==> src/hw/swpg_defs.vh <==
// Register offsets, field positions, reset values and timing counts for the sleep/wake gate
`ifndef SWPG_DEFS_VH
`define SWPG_DEFS_VH

// Register byte offsets on the Wishbone bus
`define SWPG_OFF_CTRL 4'h0
`define SWPG_OFF_SLEEP_REQ 4'h4
`define SWPG_OFF_STATUS 4'h8
`define SWPG_OFF_IRQ_STAT 4'hC

// Control register fields
`define SWPG_CTRL_MGMT_IRQ_EN 0
`define SWPG_CTRL_DS_BATT_ONLY 1
`define SWPG_CTRL_DS_EN 2
`define SWPG_CTRL_VID_ALT 3
`define SWPG_CTRL_VID0 4
`define SWPG_CTRL_VID1 5
`define SWPG_CTRL_RESET 8'h00

// Mask register sits in the upper half-word of the interrupt status word
`define SWPG_IRQ_MASK_LSB 16
`define SWPG_IRQ_MASK_RESET 4'h0

// Interrupt event bits
`define SWPG_EV_BATT_LOW 0
`define SWPG_EV_WAKE_BLOCK 1
`define SWPG_EV_AC_CHANGE 2
`define SWPG_EV_PKG_CHANGE 3

// Sleep states, 3-bit codes
`define SWPG_S0 3'h0
`define SWPG_S3 3'h3
`define SWPG_S4 3'h4
`define SWPG_S5 3'h5
`define SWPG_DS4 3'h6
`define SWPG_DS5 3'h7

// Package idle states, 2-bit codes
`define SWPG_PKG_ACTIVE 2'h0
`define SWPG_PKG_C2 2'h1
`define SWPG_PKG_C3 2'h2
`define SWPG_PKG_DEEP 2'h3

// Dwell in each intermediate package idle step, in ns
`define SWPG_PKG_STEP_NS 200
`define SWPG_CLK_NS 10
`define SWPG_PKG_STEP_CYC ((`SWPG_PKG_STEP_NS + `SWPG_CLK_NS - 1) / `SWPG_CLK_NS)

`endif

==> src/hw/swpg_core_max.v <==
// Picks the most active core state out of a packed vector of core states
`timescale 1ns/1ps

module swpg_core_max #(
	parameter CORES = 4,
	parameter SW = 3
) (
	// Packed core states, smaller code means more active
	input wire [CORES*SW-1:0] core_state_i,
	// Shallowest state found
	output wire [SW-1:0] min_state_o
);

wire [SW-1:0] chain [0:CORES];

assign chain[0] = {SW{1'b1}};

// Running minimum across cores
genvar g;
generate
	for (g = 0; g < CORES; g = g + 1) begin : g_cmp
		wire [SW-1:0] cs = core_state_i[g*SW +: SW];
		assign chain[g+1] = (cs < chain[g]) ? cs : chain[g];
	end
endgenerate

assign min_state_o = chain[CORES];

endmodule // swpg_core_max

==> src/hw/swpg_sync.v <==
// Three-stage synchroniser with agreement filter for asynchronous pins
`timescale 1ns/1ps

module swpg_sync #(
	parameter WIDTH = 2,
	parameter [WIDTH-1:0] RESET_VAL = {WIDTH{1'b0}}
) (
	// Clock and reset
	input wire clk_i,
	input wire rst_i,
	// Pin side
	input wire [WIDTH-1:0] pin_i,
	// Filtered level
	output reg [WIDTH-1:0] level_o
);

reg [WIDTH-1:0] meta;
reg [WIDTH-1:0] stage2;
reg [WIDTH-1:0] stage3;

////////////////////////////////////////////////////////////////////////////////
// First stage only feeds the second; level changes when stages two and three agree
always @(posedge clk_i) begin
	if (rst_i) begin
		meta <= RESET_VAL;
		stage2 <= RESET_VAL;
		stage3 <= RESET_VAL;
		level_o <= RESET_VAL;
	end else begin
		meta <= pin_i;
		stage2 <= meta;
		stage3 <= stage2;
		level_o <= (stage2 & stage3) | ((stage2 | stage3) & level_o);
	end
end

endmodule // swpg_sync

==> src/hw/swpg_top.v <==
// Sleep/wake power gate: battery-low wake blocking, AC deep-sleep policy, VID, package idle
`timescale 1ns/1ps
`include "swpg_defs.vh"

// Summary of operation
// (RULE_01) Low battery blocks every wake from S3/S4/S5 and every deep-sleep exit.
// (RULE_02) Battery-low assertion raises the management interrupt when its enable is set.
// (RULE_03) Deep-sleep entry from S4/S5 can be limited to battery operation.
// (RULE_04) By default both core voltage-ID outputs are driven high.
// (RULE_05) Software never selects C2/C3; they are steps between active and deep idle.
// (RULE_06) Reported core state comes from the most active core.
// (RULE_07) Battery-low pin is active low; unused platforms tie it high.
module swpg_top #(
	parameter CORES = 4,
	parameter CSW = 3,
	parameter [7:0] STEP_CYC = `SWPG_PKG_STEP_CYC
) (
	// Clock and reset
	input wire clk_i,
	input wire rst_i,
	// Wishbone slave
	input wire wb_cyc_i,
	input wire wb_stb_i,
	input wire wb_we_i,
	input wire [3:0] wb_adr_i,
	input wire [3:0] wb_sel_i,
	input wire [31:0] wb_dat_i,
	output reg [31:0] wb_dat_o,
	output reg wb_ack_o,
	// Platform pins
	input wire ac_power_present_i,
	input wire battery_low_n_i,
	input wire wake_event_i,
	input wire [CORES*CSW-1:0] core_state_i,
	// Outputs
	output reg core_voltage_id_bit0_o,
	output reg core_voltage_id_bit1_o,
	output wire system_management_irq_o,
	output wire irq_o,
	output reg [2:0] sleep_state_o,
	output reg [1:0] package_state_o,
	output reg [CSW-1:0] reported_core_state_o
);

// Package idle state codes
localparam [1:0] PK_ACT = `SWPG_PKG_ACTIVE;
localparam [1:0] PK_C2 = `SWPG_PKG_C2;
localparam [1:0] PK_C3 = `SWPG_PKG_C3;
localparam [1:0] PK_DEEP = `SWPG_PKG_DEEP;

// Register byte address match
function sel_reg;
	input [3:0] adr;
	input [3:0] off;
	begin
		sel_reg = (adr == off);
	end
endfunction

reg [7:0] ctrl;
reg [3:0] irq_stat;
reg [3:0] irq_mask;
reg [2:0] sleep_req;
reg sleep_req_pend;
reg pkg_deep_req;
reg [7:0] step_cnt;
reg batt_low_d;
reg ac_d;
reg [1:0] pkg_d;
reg [3:0] next_irq_stat;
wire [1:0] pins_sync;
wire ac_power_present;
wire battery_low;
wire wake_sync;
wire [CSW-1:0] min_core;
wire wb_req;
wire wb_wr;
wire [3:0] ev;
wire wake_pend;
wire wake_rise;
reg wake_d;

////////////////////////////////////////////////////////////////////////////////
// Pin synchronisers; battery-low resets to the idle high level
// Wake and battery-low reset to their idle levels; AC resets low, so a present supply logs an AC change after reset
swpg_sync #(
	.WIDTH(2),
	.RESET_VAL(2'b10)
) u_sync (
	.clk_i(clk_i),
	.rst_i(rst_i),
	.pin_i({battery_low_n_i, ac_power_present_i}),
	.level_o(pins_sync)
);

swpg_sync #(
	.WIDTH(1),
	.RESET_VAL(1'b0)
) u_wake_sync (
	.clk_i(clk_i),
	.rst_i(rst_i),
	.pin_i(wake_event_i),
	.level_o(wake_sync)
);

assign ac_power_present = pins_sync[0];
assign battery_low = ~pins_sync[1]; // RULE_07

// Most active core picks the reported state
// Combinational scan, registered below so the output stays a flip-flop
swpg_core_max #(
	.CORES(CORES),
	.SW(CSW)
) u_core_max (
	.core_state_i(core_state_i),
	.min_state_o(min_core)
);

////////////////////////////////////////////////////////////////////////////////
// Wishbone single-cycle slave: ack one cycle after the strobe
// Ack gates the request so one held strobe never counts twice
assign wb_req = wb_cyc_i & wb_stb_i & ~wb_ack_o;
assign wb_wr = wb_req & wb_we_i & wb_sel_i[0];

always @(posedge clk_i) begin
	if (rst_i) begin
		wb_ack_o <= 1'b0;
		wb_dat_o <= 32'h0000_0000;
	end else begin
		wb_ack_o <= wb_req;
		if (wb_req && !wb_we_i) begin
			if (sel_reg(wb_adr_i, `SWPG_OFF_CTRL))
				wb_dat_o <= {24'h00_0000, ctrl};
			else if (sel_reg(wb_adr_i, `SWPG_OFF_SLEEP_REQ))
				wb_dat_o <= {29'h0000_0000, sleep_req};
			else if (sel_reg(wb_adr_i, `SWPG_OFF_STATUS))
				// AC bit 0, battery low bit 1, sleep [4:2], package [7:6], core [13:11]
				wb_dat_o <= {16'h0000, 2'b00, reported_core_state_o, 3'b000,
					package_state_o, 1'b0, sleep_state_o, battery_low, ac_power_present};
			else if (sel_reg(wb_adr_i, `SWPG_OFF_IRQ_STAT))
				wb_dat_o <= {12'h000, irq_mask, 12'h000, irq_stat};
			else
				wb_dat_o <= 32'h0000_0000; // Unmapped reads as zero
		end
	end
end

////////////////////////////////////////////////////////////////////////////////
// Control and mask registers, sleep requests from software
always @(posedge clk_i) begin
	if (rst_i) begin
		ctrl <= `SWPG_CTRL_RESET;
		irq_mask <= `SWPG_IRQ_MASK_RESET;
		sleep_req <= `SWPG_S0;
		sleep_req_pend <= 1'b0;
		pkg_deep_req <= 1'b0;
	end else begin
		sleep_req_pend <= 1'b0;
		if (wb_wr && sel_reg(wb_adr_i, `SWPG_OFF_CTRL))
			ctrl <= wb_dat_i[7:0];
		if (wb_wr && sel_reg(wb_adr_i, `SWPG_OFF_SLEEP_REQ)) begin
			// Bit 8 asks for deep package idle; only active or deep can be requested
			sleep_req <= wb_dat_i[2:0];
			sleep_req_pend <= 1'b1;
			pkg_deep_req <= wb_dat_i[8]; // RULE_05
		end
		// Mask has its own byte lane so status clears can leave it alone
		if (wb_req && wb_we_i && wb_sel_i[2] && sel_reg(wb_adr_i, `SWPG_OFF_IRQ_STAT))
			irq_mask <= wb_dat_i[`SWPG_IRQ_MASK_LSB +: 4];
	end
end

////////////////////////////////////////////////////////////////////////////////
// Sleep state machine with wake blocking and AC-based deep-sleep policy
assign wake_rise = wake_sync & ~wake_d;
assign wake_pend = wake_rise && (sleep_state_o != `SWPG_S0);

always @(posedge clk_i) begin
	if (rst_i) begin
		sleep_state_o <= `SWPG_S0;
		wake_d <= 1'b0;
	end else begin
		wake_d <= wake_sync;
		case (sleep_state_o)
		`SWPG_S0: begin
			// Only S3, S4 and S5 are legal targets; other codes are dropped
			if (sleep_req_pend && (sleep_req == `SWPG_S3 || sleep_req == `SWPG_S4 ||
				sleep_req == `SWPG_S5))
				sleep_state_o <= sleep_req;
		end
		`SWPG_S4, `SWPG_S5: begin
			// Deep entry only when enabled, and optionally only on battery
			if (wake_pend && !battery_low)
				sleep_state_o <= `SWPG_S0; // RULE_01
			else if (ctrl[`SWPG_CTRL_DS_EN] &&
				(!ctrl[`SWPG_CTRL_DS_BATT_ONLY] || !ac_power_present)) // RULE_03
				sleep_state_o <= (sleep_state_o == `SWPG_S4) ? `SWPG_DS4 : `SWPG_DS5;
		end
		`SWPG_S3, `SWPG_DS4, `SWPG_DS5: begin
			if (wake_pend && !battery_low)
				sleep_state_o <= `SWPG_S0; // RULE_01
		end
		default: sleep_state_o <= `SWPG_S0;
		endcase
	end
end

////////////////////////////////////////////////////////////////////////////////
// Package idle sequencer; C2 and C3 are only passed through on the way
always @(posedge clk_i) begin
	if (rst_i) begin
		package_state_o <= PK_ACT;
		step_cnt <= 8'h00;
	end else begin
		case (package_state_o)
		PK_ACT: begin
			step_cnt <= 8'h00;
			if (pkg_deep_req)
				package_state_o <= PK_C2; // RULE_05
		end
		PK_C2, PK_C3: begin
			// Abort back to active if the request drops mid-way
			// Counter restarts for each step so both steps last equally long
			if (!pkg_deep_req) begin
				package_state_o <= PK_ACT;
				step_cnt <= 8'h00;
			end else if (step_cnt == STEP_CYC - 8'h01) begin
				step_cnt <= 8'h00;
				package_state_o <= (package_state_o == PK_C2) ? PK_C3 : PK_DEEP; // RULE_05
			end else begin
				step_cnt <= step_cnt + 8'h01;
			end
		end
		PK_DEEP: begin
			// Leaving deep idle goes straight to active; no stepping on exit
			if (!pkg_deep_req)
				package_state_o <= PK_ACT;
		end
		default: package_state_o <= PK_ACT;
		endcase
	end
end

// Reported core state follows the shallowest core
always @(posedge clk_i) begin
	if (rst_i)
		reported_core_state_o <= {CSW{1'b0}};
	else
		reported_core_state_o <= min_core; // RULE_06
end

////////////////////////////////////////////////////////////////////////////////
// Voltage-ID outputs: high by default, software values only in alternate mode
// Reset always returns to the default so the regulator never sees a stale setting
always @(posedge clk_i) begin
	if (rst_i) begin
		core_voltage_id_bit0_o <= 1'b1; // RULE_04
		core_voltage_id_bit1_o <= 1'b1; // RULE_04
	end else if (ctrl[`SWPG_CTRL_VID_ALT]) begin
		core_voltage_id_bit0_o <= ctrl[`SWPG_CTRL_VID0];
		core_voltage_id_bit1_o <= ctrl[`SWPG_CTRL_VID1];
	end else begin
		core_voltage_id_bit0_o <= 1'b1; // RULE_04
		core_voltage_id_bit1_o <= 1'b1; // RULE_04
	end
end

////////////////////////////////////////////////////////////////////////////////
// Sticky events; a new event in the clearing cycle wins
// Battery-low is an edge event, so a held low level cannot refill the bit after a clear
assign ev[`SWPG_EV_BATT_LOW] = battery_low & ~batt_low_d;
assign ev[`SWPG_EV_WAKE_BLOCK] = wake_pend & battery_low;
assign ev[`SWPG_EV_AC_CHANGE] = ac_power_present ^ ac_d;
assign ev[`SWPG_EV_PKG_CHANGE] = (package_state_o != pkg_d);

always @* begin
	next_irq_stat = irq_stat;
	if (wb_req && wb_we_i && wb_sel_i[0] && sel_reg(wb_adr_i, `SWPG_OFF_IRQ_STAT))
		next_irq_stat = irq_stat & ~wb_dat_i[3:0];
	next_irq_stat = next_irq_stat | ev;
end

always @(posedge clk_i) begin
	if (rst_i) begin
		irq_stat <= 4'h0;
		batt_low_d <= 1'b0;
		ac_d <= 1'b0;
		pkg_d <= PK_ACT;
	end else begin
		irq_stat <= next_irq_stat;
		batt_low_d <= battery_low;
		ac_d <= ac_power_present;
		pkg_d <= package_state_o;
	end
end

// Level interrupt outputs; the management interrupt bypasses the mask, gated by its own enable
assign irq_o = |(irq_stat & irq_mask);
assign system_management_irq_o = ctrl[`SWPG_CTRL_MGMT_IRQ_EN] &
	irq_stat[`SWPG_EV_BATT_LOW]; // RULE_02

endmodule // swpg_top

==> config.mk <==
export PLATFORM = sky130hd
export DESIGN_NAME = swpg_top
export DESIGN_NICKNAME = d
export VERILOG_FILES = /design/src/hw/swpg_core_max.v /design/src/hw/swpg_sync.v /design/src/hw/swpg_top.v
export VERILOG_INCLUDE_DIRS = /design/src /design/src/hw
export SDC_FILE = /design/constraint.sdc
export NUM_CORES = 1
export LEC_CHECK = 0
export BUFFER_PORTS_ARGS = -buffer_cell sky130_fd_sc_hd__buf_2
export CORE_AREA = 2 2 77 87
export CTS_CLUSTER_DIAMETER = 50
export DETAILED_ROUTE_END_ITERATION = 6
export DIE_AREA = 0 0 79 89
export PLACE_DENSITY = 0.79
export SETUP_SLACK_MARGIN = 0.3
export SYNTH_ARGS = -nofsm -noshare
export SYNTH_HDL_FRONTEND = slang
export SYNTH_SLANG_ARGS = --single-unit
==> constraint.sdc <==
create_clock -name clk_i -period 4.5 [get_ports clk_i]
set_input_delay 0.9 -clock clk_i [delete_from_list [all_inputs] [get_ports clk_i]]
set_output_delay 0.9 -clock clk_i [all_outputs]
set_load 0.005 [all_outputs]
==> insert_results.sql, run 1 <==
INSERT INTO impl_metrics (metric_group, metric, value, unit) VALUES
('critical_path', 'cp.required', '4.74', 'ns'),
('layout', 'final_layout_size_suffix_gt1_share', '21.2', '%'),
('synth', 'most_frequently_used_flop_master_after_synthesis', 'sky130_fd_sc_hd__dfxtp_1', ''),
('floorplan', 'dieWidth', '79', 'µm'),
('cts', 'numCtsBuffers', '9', ''),
('drt', 'finalWirelength', '7.06', 'mm'),
('synth', 'synth_enable_flop_cells', '0', ''),
('drt', 'ant_nets', '0', ''),
('floorplan', 'initial_utilization', '54.2', '%'),
('critical_path', 'critical_path_cell_sequence', 'buf_2 > ha_1 > nor2b_1 > o22ai_1 > ha_1 > nor2b_1 > nor2_1 > a21o_1 > and2_1 > ha_1 > nand2_1 > o41ai_1 > a2111oi_0 > a311oi_1', ''),
('drt', 'viasPerCell', '5.37', ''),
('worst_hold_path', 'worstHoldPathType', 'register to register', ''),
('synth', 'async_reset_ff_share', '0', '%'),
('synth', 'post_synthesis_sequential_element_count', '72', ''),
('pwr', 'peakVddDrop', '0.228', 'mV'),
('critical_path', 'critPathKind', 'input port to register', ''),
('synth', 'yosys_warnings', '0', ''),
('grt', 'grt_pass1_vias', '2515', ''),
('floorplan', 'fp.dieH', '89', 'µm'),
('layout', 'layout.cells.most_common', 'sky130_fd_sc_hd__dfxtp_1', ''),
('cts', 'clock-sinks', '72', ''),
('timing', 'slew_viol_final', '0', ''),
('timing', 'max-slew-margin-rel', '44.9', '%'),
('synth', 'postSynthAreaPerCell', '8.79', 'µm²'),
('synth', 'netlist_area', '0.00330', 'mm²'),
('synth', 'syn_inst', '375', ''),
('grt', 'grt_remaining_overflow', '0', ''),
('floorplan', 'ioPinCount', '105', ''),
('layout', 'fin_area', '0.00389', 'mm²'),
('layout', 'layout_common_cells', 'sky130_fd_sc_hd__dfxtp_1 (72), sky130_fd_sc_hd__buf_2 (66), sky130_fd_sc_hd__nor2_1 (48)', ''),
('timing', 'min_period_over_period', '75.2', '%'),
('drt', 'firstDrtPassIters', '4', ''),
('floorplan', 'dieArea', '0.00703', 'mm²'),
('synth', 'seq_area_frac_synth', '43.7', '%'),
('layout', 'final_nets', '510', ''),
('timing', 'maxClockFrequency', '295', 'MHz'),
('timing', 'unrepaired_setup_endpoints_after_global_routing', 'false', ''),
('cts', 'cts-resized-gates', '0', ''),
('timing', 'final_critical_delay_including_setup_and_external_delays', '3.38', 'ns'),
('critical_path', 'worst_setup_path_start_kind', 'input port', ''),
('cts', 'clock-root-buffer', 'sky130_fd_sc_hd__clkbuf_8', ''),
('place', 'numPortBuffers', '66', ''),
('critical_path', 'critical_path.slowest_cell', 'sky130_fd_sc_hd__o41ai_1', ''),
('grt', 'grt_use_total', '20.4', '%'),
('drt', 'drc_errors', '0', ''),
('cts', 'cts.reportedPaths.clkPinSlew', '0.07', 'ns'),
('drt', 'drtIter0Drc', '135', ''),
('floorplan', 'placement_rows', '30', ''),
('cts', 'cts_tree', 'done', ''),
('place', 'gpl.final_weighted_congestion', '0.872', ''),
('critical_path', 'timing.critical_path.arrival', '3.63', 'ns'),
('cts', 'cts-root-to-sink-buffers', '2', ''),
('synth', 'netlist-cell-type-count', '55', ''),
('layout', 'finalCoreUtilization', '64.0', '%'),
('cts', 'clock_latency_late_sink', '0.34', 'ns'),
('cts', 'postCtsSetupBuffers', '0', ''),
('timing', 'report.final.hold_viol_count', '0', ''),
('timing', 'finalSetupViolCount', '0', ''),
('pwr', 'power_density', '386', 'mW/mm²'),
('cts', 'cts_hold_repair.buffers', '0', ''),
('place', 'detailed_place.area', '0.00361', 'mm²'),
('outcome', 'run_status', 'completed', ''),
('critical_path', 'worst_setup_path_end_kind', 'register', ''),
('floorplan', 'design.core.area', '0.00608', 'mm²'),
('critical_path', 'critPathMaxStageDelay', '0.37', 'ns'),
('timing', 'worst_max_slew_pin_slew', '0.827', 'ns'),
('timing', 'totalNegativeSetupSlack', '0', 'ns'),
('timing', 'worst_clock_skew', '0.0102', 'ns'),
('cts', 'htree_num_levels', '3', ''),
('grt', 'number_of_antenna_violations_at_the_first_check_in_global_routing', '0', ''),
('grt', 'grt_first_pass_wirelength', '11.3', 'mm'),
('drt', 'post_drt_wl_per_cell', '13.5', 'µm'),
('flow_run', 'max-cap-violations', '0', ''),
('layout', 'area_delta_synth_final', '18.1', '%'),
('critical_path', 'crit_top_cell', 'sky130_fd_sc_hd__ha_1', ''),
('pwr', 'leakage', '1.71', 'nW'),
('place', 'dpl.hpwl', '5.07', 'mm'),
('drt', 'routed-via-count', '2806', ''),
('critical_path', 'critical_path_peak_fanout', '3', ''),
('layout', 'diodes', '0', ''),
('grt', 'maximum_number_of_pins_on_one_net_before_global_route_repair', '35', '');
-- report_power, final --
| part | switching, mW | internal [mW] | total (mW) |
|---|---|---|---|
| combinational | 0.0733 | 0.0534 | 0.127 |
| clock | 0.237 | 0.480 | 0.716 |
| sequential | 0.0113 | 0.650 | 0.661 |
-- through the flow --
stage | worst slack (ns) | instances | hold slack (ns) | power (mW)
global route | 0.866 | 523 | 0.444 | 1.56
floorplan | 1.17 | 391 | 0.389 | 0.765
detailed placement | 0.831 | 507 | 0.404 | 0.801
finish | 1.12 | 523 | 0.422 | 1.50
global placement | 0.949 | 507 | 0.393 | 0.796
CTS | 1.18 | 523 | 0.430 | 1.51
-- critical path, delay by kind of cell --
family	cells	cell delay [ns]
adder cells (fa/ha/maj)	3	0.79
buffers and inverters	1	0.11
AO/OA/AOI/OAI	5	1.13
AND/OR/NAND/NOR	5	0.69
-- sequential cells by signal (all words and copies together), names as in the netlist, 2 cells and up --
register / cells
step_cnt: 8
u_sync.meta: 2
wb_dat_o: 15
u_sync.stage2: 2
pkg_d: 2
sleep_req: 3
reported_core_state_o: 3
u_sync.level_o: 2
irq_stat: 4
irq_mask: 4
u_sync.stage3: 2
ctrl: 8
package_state_o: 2
sleep_state_o: 3
-- worst paths after layout --
check | startpoint | end | slack, ns | cells after the start
setup / recovery | core_state_i[5] | reported_core_state_o[1] | 1.12 | 14
hold / removal | u_sync.meta[1] | u_sync.stage2[1] | 0.42 | 1
setup reg to reg | wb_ack_o | wb_dat_o[11] | 2.47 | 5
hold reg to reg | u_sync.meta[1] | u_sync.stage2[1] | 0.42 | 1
-- synth_stat cells, types with 2 or more instances --
library cell                n  area, µm²
sky130_fd_sc_hd__mux2_2     2       22.5
sky130_fd_sc_hd__and2_1     2       12.5
sky130_fd_sc_hd__nor3_1     5       25.0
sky130_fd_sc_hd__buf_4     17        128
sky130_fd_sc_hd__a221oi_1   4       35.0
sky130_fd_sc_hd__a22o_1     3       26.3
sky130_fd_sc_hd__ha_1      12        150
sky130_fd_sc_hd__buf_2      2       10.0
sky130_fd_sc_hd__nand4_1    3       18.8
sky130_fd_sc_hd__a21oi_1   28        140
sky130_fd_sc_hd__a211oi_1   2       15.0
sky130_fd_sc_hd__or3b_2     2       17.5
sky130_fd_sc_hd__o21ai_0    6       30.0
sky130_fd_sc_hd__xnor2_1    5       43.8
sky130_fd_sc_hd__o22ai_1    2       12.5
sky130_fd_sc_hd__inv_1      8       30.0
sky130_fd_sc_hd__nor2b_1   15       93.8
sky130_fd_sc_hd__nand3b_1   3       22.5
sky130_fd_sc_hd__and3b_1    2       17.5
sky130_fd_sc_hd__a22oi_1    7       52.6
sky130_fd_sc_hd__nor2_1    48        180
sky130_fd_sc_hd__mux2i_1   14        140
sky130_fd_sc_hd__or2_1      2       12.5
sky130_fd_sc_hd__nand2_1   31        116
sky130_fd_sc_hd__nand3_1   19       95.1
sky130_fd_sc_hd__nor4b_1    2       17.5
sky130_fd_sc_hd__o21bai_1   2       15.0
sky130_fd_sc_hd__nor3b_1    3       22.5
sky130_fd_sc_hd__a21o_1     2       15.0
sky130_fd_sc_hd__and3_1     3       18.8
sky130_fd_sc_hd__or2_2      3       18.8
sky130_fd_sc_hd__nor3_2     2       20.0
sky130_fd_sc_hd__a31oi_1    2       12.5
sky130_fd_sc_hd__xor2_1     6       52.6
sky130_fd_sc_hd__nor4_1     3       18.8
sky130_fd_sc_hd__dfxtp_1   72       1440
sky130_fd_sc_hd__clkbuf_1  11       41.3
sky130_fd_sc_hd__nand2b_1   3       18.8
-- cell type report --
type / count / area, µm²
inverters: 8 / 30.0
clock buffers: 10 / 128
well taps: 80 / 100
fillers: 533 / 2190
flip-flops and latches: 72 / 1440
clock inverters: 6 / 155
multi-input cells: 280 / 1700
repair buffers: 67 / 338
-- routing by layer --
metal / GRT usage, % / vias up / share of wire (%)
li1: - / 1394 / -
met1: 23.9 / 1312 / 42
met2: 35.1 / 88 / 49
met3: 5.96 / 12 / 7.0
met4: 9.09 / 0 / 2.2
met5: 0 / - / 0
-- logic make-up (layout without fill, tap and decap cells) --
family	after synthesis	after routing	share of synthesized area, %
fa+ha+maj	12	12	4.56
compound gates	69	69	13.5
simple gates	154	154	23.4
xor+xnor	11	11	2.92
mux	17	17	5.28
flops	72	72	43.7
buf+inv	39	91	6.45
other cells	1	17	0.114
Power figures use the tool's default switching activity.
==> run 2, diff against run 1 <==
--- a/config.mk
+++ b/config.mk
@@ -7,11 +7,11 @@
 export NUM_CORES = 1
 export LEC_CHECK = 0
 export BUFFER_PORTS_ARGS = -buffer_cell sky130_fd_sc_hd__buf_2
-export CORE_AREA = 2 2 77 87
+export CORE_AREA = 2 2 84 94
 export CTS_CLUSTER_DIAMETER = 50
 export DETAILED_ROUTE_END_ITERATION = 6
-export DIE_AREA = 0 0 79 89
-export PLACE_DENSITY = 0.79
+export DIE_AREA = 0 0 86 96
+export PLACE_DENSITY = 0.71
 export SETUP_SLACK_MARGIN = 0.3
 export SYNTH_ARGS = -nofsm -noshare
 export SYNTH_HDL_FRONTEND = slang
==> constraint.sdc (replaced) <==
create_clock -name clk_i -period 2.95 [get_ports clk_i]
set_input_delay 0.59 -clock clk_i [delete_from_list [all_inputs] [get_ports clk_i]]
set_output_delay 0.59 -clock clk_i [all_outputs]
set_load 0.005 [all_outputs]
==> run 2 against run 1 <==
Net effect:
- clock skew down 0.0018 ns
- sequential power up 53%
- first-iteration DRC count down 9.6%
- final cell count up 3.1%
- sequential share of layout area down 1.1 points
- final area up 3.1%
- die area up 17%
- routed wire length up 4.1%
- critical endpoint unchanged
- utilization down 9.1 points
- combinational power up 98%
- critical path depth unchanged
==> insert_results.sql, run 2 (synthesis gave the netlist of run 1 again) <==
INSERT INTO impl_metrics (metric_group, metric, value, unit) VALUES
('critical_path', 'critical_path_origin', 'core_state_i[2]', ''),
('place', 'placement.setup.worst_slack', '-0.274', 'ns'),
('place', 'placed_cells', '521', ''),
('critical_path', 'ff2ff_path_depth', '5', ''),
('flow_run', 'max-cap-violations', '0', ''),
('timing', 'slew_viol_final', '0', ''),
('floorplan', 'initial_utilization', '45.1', '%'),
('grt', 'grt_pass1_vias', '2563', ''),
('floorplan', 'dieWidth', '86', 'µm'),
('timing', 'worst_max_slew_pin_slew', '0.787', 'ns'),
('floorplan', 'fp.dieH', '96', 'µm'),
('outcome', 'run_status', 'completed', ''),
('place', 'numPortBuffers', '66', ''),
('floorplan', 'ioPinCount', '105', ''),
('layout', 'final_instance_count_excl_fillers', '539', ''),
('critical_path', 'regToRegSetupSlack', '1.07', 'ns'),
('pwr', 'peakVddDrop', '0.234', 'mV'),
('timing', 'unrepaired_setup_endpoints_after_global_routing', 'true', ''),
('worst_hold_path', 'hold-path-cell-count', '1', ''),
('layout', 'multi_input_area', '0.00183', 'mm²'),
('timing', 'max-slew-margin-rel', '47.5', '%'),
('drt', 'viasPerCell', '5.20', ''),
('critical_path', 'cp.required', '3.14', 'ns'),
('drt', 'drtIter0Drc', '122', ''),
('timing', 'post-route-worst-setup-slack', '0.322', 'ns'),
('critical_path', 'worst_setup_path_start_kind', 'input port', ''),
('critical_path', 'timing.critical_path.arrival', '2.82', 'ns'),
('drt', 'post_drt_wl_per_cell', '13.6', 'µm'),
('cts', 'clock_latency_late_sink', '0.34', 'ns'),
('layout', 'reg_top3', 'wb_dat_o: 15 flops, ctrl: 8 flops, step_cnt: 8 flops', ''),
('layout', 'area_delta_synth_final', '21.9', '%'),
('critical_path', 'worst_setup_path_end_kind', 'register', ''),
('drt', 'finalWirelength', '7.35', 'mm'),
('layout', 'fin_area', '0.00402', 'mm²'),
('critical_path', 'worstReg2RegEnd', 'step_cnt[6]', ''),
('critical_path', 'critical_path_peak_fanout', '3', ''),
('grt', 'grt_remaining_overflow', '0', ''),
('layout', 'layout.cells.most_common', 'sky130_fd_sc_hd__dfxtp_1', ''),
('critical_path', 'r2r-start', 'step_cnt[0]', ''),
('floorplan', 'dieArea', '0.00826', 'mm²'),
('layout', 'final_layout_size_suffix_gt1_share', '26.5', '%'),
('layout', 'largest_register', 'wb_dat_o', ''),
('timing', 'min_period_over_period', '89.1', '%'),
('place', 'gpl.final_weighted_congestion', '0.883', ''),
('floorplan', 'placement_rows', '33', ''),
('timing', 'report.final.hold_viol_count', '0', ''),
('pwr', 'power_density', '490', 'mW/mm²'),
('timing', 'worst_clock_skew', '0.00847', 'ns'),
('place', 'detailed_place.area', '0.00369', 'mm²'),
('cts', 'clock-root-buffer', 'sky130_fd_sc_hd__clkbuf_8', ''),
('cts', 'cts-root-to-sink-buffers', '2', ''),
('cts', 'cts_tree', 'done', ''),
('cts', 'htree_num_levels', '3', ''),
('layout', 'diodes', '0', ''),
('grt', 'grt_use_total', '18.3', '%'),
('drt', 'routed-via-count', '2803', ''),
('layout', 'layout_common_cells', 'sky130_fd_sc_hd__dfxtp_1 (72), sky130_fd_sc_hd__buf_2 (64), sky130_fd_sc_hd__nor2_1 (46)', ''),
('grt', 'grt_first_pass_wirelength', '11.9', 'mm'),
('grt', 'number_of_antenna_violations_at_the_first_check_in_global_routing', '0', ''),
('worst_hold_path', 'min_delay_worst_endpoint', 'u_sync.stage2[1]', ''),
('grt', 'maximum_number_of_pins_on_one_net_before_global_route_repair', '47', ''),
('timing', 'final_critical_delay_including_setup_and_external_delays', '2.63', 'ns'),
('layout', 'regArea', '0.00144', 'mm²'),
('cts', 'cts.reportedPaths.clkPinSlew', '0.07', 'ns'),
('timing', 'finalSetupViolCount', '0', ''),
('cts', 'clock-sinks', '72', ''),
('layout', 'number_of_flip_flops_in_the_largest_register', '15', ''),
('layout', 'final_nets', '519', ''),
('worst_hold_path', 'timing.hold.worst.start', 'u_sync.meta[1]', ''),
('drt', 'drc_errors', '0', ''),
('timing', 'maxClockFrequency', '381', 'MHz'),
('layout', 'fillerInstances', '654', ''),
('place', 'dpl.hpwl', '5.22', 'mm'),
('worst_hold_path', 'worstHoldPathType', 'register to register', ''),
('critical_path', 'critPathKind', 'input port to register', ''),
('floorplan', 'design.core.area', '0.00731', 'mm²'),
('cts', 'numCtsBuffers', '9', ''),
('pwr', 'leakage', '1.75', 'nW'),
('drt', 'firstDrtPassIters', '4', ''),
('drt', 'ant_nets', '0', '');
-- run 2: worst max-delay path: stages --
cell                        delay, ns
sky130_fd_sc_hd__buf_6           0.10
sky130_fd_sc_hd__ha_4            0.25
sky130_fd_sc_hd__nor2b_4         0.14
sky130_fd_sc_hd__o22ai_4         0.16
sky130_fd_sc_hd__ha_4            0.16
sky130_fd_sc_hd__nor2b_4         0.15
sky130_fd_sc_hd__nor2_2          0.05
sky130_fd_sc_hd__a21o_1          0.21
sky130_fd_sc_hd__and2_4          0.15
sky130_fd_sc_hd__ha_4            0.25
sky130_fd_sc_hd__nand2_4         0.09
sky130_fd_sc_hd__nor2_1          0.08
sky130_fd_sc_hd__a2111oi_2       0.37
sky130_fd_sc_hd__a311oi_2        0.08
-- run 2: timing repair --
item                                   4_1_cts  5_1_grt
pin swaps                                   13        5
hold buffers                                 0        0
endpoints found under the hold margin        0        0
buffers inserted                             2        0
gates resized for setup                     22        3
setup endpoints to repair                    1        1
-- run 2: area by class of cell --
class / instances / share of cell area [%]
Multi-Input combinational cell: 280 / 45.7
Sequential cell: 72 / 35.9
Timing Repair Buffer: 76 / 10.4
Clock buffer: 13 / 4.21
Tap cell: 87 / 2.71
Inverter: 8 / 0.748
Clock inverter: 3 / 0.374
-- run 2: how the worst max path moves through the flow --
stage	endpoint	cells past startpoint
6_report	reported_core_state_o[1]	14
4_1_cts	reported_core_state_o[1]	12
3_3_place_gp	reported_core_state_o[1]	14
5_1_grt	reported_core_state_o[1]	12
2_1_floorplan	reported_core_state_o[1]	14
3_5_place_dp	reported_core_state_o[1]	14
-- run 2: metal layers --
layer | track usage, % | part of all wire (%)
met1 | 20.4 | 42
met4 | 11.0 | 1.5
met2 | 31.3 | 50
met3 | 4.55 | 6.6
met5 | 0 | 0
-- run 2: report_power, final --
group / switching, mW / leakage (nW) / internal (mW)
Combinational: 0.135 / 1.07 / 0.117
Sequential: 0.0165 / 0.583 / 0.992
Clock: 0.339 / 0.0992 / 0.370
Total: 0.491 / 1.75 / 1.48
-- run 2: per-stage QoR --
stage                     setup TNS, ns  utilization [%]  hold slack [ns]  power, mW
after floorplan                       0                -            0.389       1.17
after global placement           -0.154             50.5            0.400       1.23
after detailed placement         -0.274             50.5            0.401       1.23
after CTS                             0             54.7            0.416       1.98
after global routing                  0             55.0            0.430       2.06
final                                 0             55.0            0.418       1.97
==> run 3, diff against run 2 <==
--- a/config.mk
+++ b/config.mk
@@ -7,11 +7,11 @@
 export NUM_CORES = 1
 export LEC_CHECK = 0
 export BUFFER_PORTS_ARGS = -buffer_cell sky130_fd_sc_hd__buf_2
-export CORE_AREA = 2 2 84 94
+export CORE_AREA = 2 2 80 90
 export CTS_CLUSTER_DIAMETER = 50
 export DETAILED_ROUTE_END_ITERATION = 6
-export DIE_AREA = 0 0 86 96
-export PLACE_DENSITY = 0.71
+export DIE_AREA = 0 0 82 92
+export PLACE_DENSITY = 0.74
 export SETUP_SLACK_MARGIN = 0.3
 export SYNTH_ARGS = -nofsm -noshare
 export SYNTH_HDL_FRONTEND = slang
==> constraint.sdc (replaced) <==
create_clock -name clk_i -period 3 [get_ports clk_i]
set_input_delay 0.6 -clock clk_i [delete_from_list [all_inputs] [get_ports clk_i]]
set_output_delay 0.6 -clock clk_i [all_outputs]
set_load 0.005 [all_outputs]
==> run 3 against run 2 <==
Net effect:
- power increased by 2.1%
- register-to-register slack improved by 0.07 ns
- global-route usage increased by 2.2 points
- utilization increased by 5.0 points
- clock skew decreased by 0.0027 ns
- count of clock-buffer cells in the layout unchanged
- die area decreased by 8.6%
- critical path type unchanged
- via count increased by 2.1%
- combinational power about the same
- first-iteration DRC count increased by 47%
- highest routed layer unchanged
- final cell count increased by 0.56%
==> insert_results.sql, run 3 (synthesis gave the netlist of run 1 again) <==
INSERT INTO impl_metrics (metric_group, metric, value, unit) VALUES
('cts', 'clock-root-buffer', 'sky130_fd_sc_hd__clkbuf_8', ''),
('timing', 'slew_viol_final', '0', ''),
('cts', 'htree_num_levels', '3', ''),
('drt', 'drc_errors', '0', ''),
('critical_path', 'ff2ff_path_depth', '6', ''),
('critical_path', 'worst_setup_path_end_kind', 'register', ''),
('critical_path', 'critical_path.slowest_cell', 'sky130_fd_sc_hd__o41ai_4', ''),
('layout', 'number_of_flip_flops_in_the_largest_register', '15', ''),
('timing', 'post-route-worst-setup-slack', '0.290', 'ns'),
('cts', 'cts.reportedPaths.clkPinSlew', '0.07', 'ns'),
('floorplan', 'ioPinCount', '105', ''),
('layout', 'largest_register', 'wb_dat_o', ''),
('pwr', 'peakVddDrop', '0.406', 'mV'),
('worst_hold_path', 'worstHoldPathType', 'register to register', ''),
('critical_path', 'critPathMaxStageDelay', '0.35', 'ns'),
('place', 'gpl.final_weighted_congestion', '0.916', ''),
('critical_path', 'crit_top_cell', 'sky130_fd_sc_hd__ha_4', ''),
('grt', 'grt_first_pass_wirelength', '11.9', 'mm'),
('floorplan', 'initial_utilization', '49.0', '%'),
('critical_path', 'critical_path_cell_sequence', 'buf_2 > ha_4 > nor2b_4 > o22ai_2 > ha_4 > nor2b_4 > nor2_1 > a21o_1 > and2_4 > ha_4 > nand2_4 > o41ai_4 > a211o_1 > a311oi_1', ''),
('timing', 'report.final.hold_viol_count', '0', ''),
('layout', 'layout.cells.most_common', 'sky130_fd_sc_hd__dfxtp_1', ''),
('cts', 'numCtsBuffers', '9', ''),
('cts', 'cts_hold_repair.buffers', '0', ''),
('layout', 'diodes', '0', ''),
('flow_run', 'max-cap-violations', '0', ''),
('place', 'dpl.hpwl', '5.19', 'mm'),
('pwr', 'power_density', '499', 'mW/mm²'),
('place', 'placement.setup.worst_slack', '-0.245', 'ns'),
('cts', 'clock-sinks', '72', ''),
('drt', 'ant_nets', '0', ''),
('drt', 'firstDrtPassIters', '4', ''),
('critical_path', 'critical_path_peak_fanout', '3', ''),
('layout', 'multi_input_area', '0.00181', 'mm²'),
('floorplan', 'placement_rows', '32', ''),
('floorplan', 'fp.dieH', '92', 'µm'),
('timing', 'worst_hold_slack', '0.412', 'ns'),
('grt', 'number_of_antenna_violations_at_the_first_check_in_global_routing', '0', ''),
('layout', 'finalCoreUtilization', '60.0', '%'),
('cts', 'cts_tree', 'done', ''),
('timing', 'maxClockFrequency', '369', 'MHz'),
('cts', 'clock_latency_late_sink', '0.34', 'ns'),
('floorplan', 'design.core.area', '0.00673', 'mm²'),
('drt', 'drtIter0Drc', '179', ''),
('critical_path', 'r2r-start', 'package_state_o[0]', ''),
('outcome', 'run_status', 'completed', ''),
('critical_path', 'critPathKind', 'input port to register', ''),
('timing', 'max-slew-margin-rel', '41.0', '%'),
('grt', 'grt_pass1_vias', '2598', ''),
('layout', 'fillerInstances', '589', ''),
('layout', 'fin_area', '0.00403', 'mm²'),
('grt', 'maximum_number_of_pins_on_one_net_before_global_route_repair', '52', ''),
('critical_path', 'cp.required', '3.19', 'ns'),
('layout', 'regArea', '0.00144', 'mm²'),
('timing', 'worst_clock_skew', '0.00581', 'ns'),
('layout', 'layout_common_cells', 'sky130_fd_sc_hd__dfxtp_1 (72), sky130_fd_sc_hd__buf_2 (66), sky130_fd_sc_hd__nor2_1 (47)', ''),
('layout', 'area_delta_synth_final', '22.4', '%'),
('grt', 'grt_use_total', '20.4', '%'),
('layout', 'final_layout_size_suffix_gt1_share', '26.5', '%'),
('critical_path', 'critical_path_origin', 'core_state_i[5]', ''),
('place', 'numPortBuffers', '66', ''),
('layout', 'reg_top3', 'wb_dat_o: 15 flops, ctrl: 8 flops, step_cnt: 8 flops', ''),
('cts', 'cts-root-to-sink-buffers', '2', ''),
('critical_path', 'worst_setup_path_start_kind', 'input port', ''),
('layout', 'final_instance_count_excl_fillers', '542', ''),
('critical_path', 'timing.critical_path.arrival', '2.90', 'ns'),
('drt', 'viasPerCell', '5.28', ''),
('place', 'placed_cells', '521', ''),
('timing', 'min_period_over_period', '90.3', '%'),
('layout', 'final_nets', '524', ''),
('drt', 'finalWirelength', '7.53', 'mm'),
('floorplan', 'dieWidth', '82', 'µm'),
('timing', 'finalSetupViolCount', '0', ''),
('drt', 'post_drt_wl_per_cell', '13.9', 'µm'),
('drt', 'routed-via-count', '2863', ''),
('timing', 'unrepaired_setup_endpoints_after_global_routing', 'true', ''),
('critical_path', 'regToRegSetupSlack', '1.14', 'ns'),
('critical_path', 'worstReg2RegEnd', 'step_cnt[6]', ''),
('pwr', 'leakage', '1.77', 'nW'),
('timing', 'worst_max_slew_pin_slew', '0.886', 'ns'),
('timing', 'final_critical_delay_including_setup_and_external_delays', '2.71', 'ns'),
('place', 'detailed_place.area', '0.00370', 'mm²'),
('critical_path', 'cp-endpoint', 'reported_core_state_o[1]', ''),
('timing', 'totalNegativeSetupSlack', '0', 'ns'),
('floorplan', 'dieArea', '0.00754', 'mm²'),
('grt', 'grt_remaining_overflow', '0', ''),
('pwr', 'p_total', '2.01', 'mW');
run 3: area by class of cell:
cell class | instances | area share, %
Clock buffer | 13 | 3.94
Clock inverter | 3 | 0.993
Inverter | 8 | 0.745
Multi-Input combinational cell | 280 | 45.0
Sequential cell | 72 | 35.7
Tap cell | 85 | 2.64
Timing Repair Buffer | 81 | 11.0
run 3: worst max-delay path, delay by kind of cell:
kind	cells	cell delay, ns
AO/OA/AOI/OAI	5	0.92
AND/OR/NAND/NOR	5	0.57
buffers and inverters	1	0.13
adder cells (fa/ha/maj)	3	0.68
run 3: worst min-delay path by stage:
| stage | start | end | slack, ns | cells past startpoint |
|---|---|---|---|---|
| final | u_sync.meta[1] | u_sync.stage2[1] | 0.41 | 1 |
| after CTS | u_sync.meta[1] | u_sync.stage2[1] | 0.41 | 1 |
| after floorplan | u_sync.meta[1] | u_sync.stage2[1] | 0.39 | 1 |
| after global placement | u_sync.meta[1] | u_sync.stage2[1] | 0.39 | 1 |
| after detailed placement | u_sync.meta[1] | u_sync.stage2[1] | 0.39 | 1 |
| after global routing | u_sync.meta[1] | u_sync.stage2[1] | 0.43 | 1 |
run 3: timing repair:
| item | 4_1_cts | 5_1_grt |
|---|---|---|
| endpoints found under the setup margin | 1 | 1 |
| setup buffers | 2 | 3 |
| endpoints found under the hold margin | 0 | 0 |
| pin swaps | 7 | 8 |
| resized for setup | 13 | 4 |
run 3: power by group:
group | switching, mW | internal [mW] | leakage (nW)
registers | 0.0168 | 0.975 | 0.583
logic | 0.133 | 0.119 | 1.09
clock network | 0.340 | 0.428 | 0.103
total | 0.490 | 1.52 | 1.77
run 3: metal layers:
layer  track usage [%]  part of all wire, %  vias up
met5                 0                    0        -
met4              11.5                  2.8        0
met3              4.04                  6.1       17
met2              33.9                   49      103
met1              24.1                   42     1308
li1                  -                    -     1435
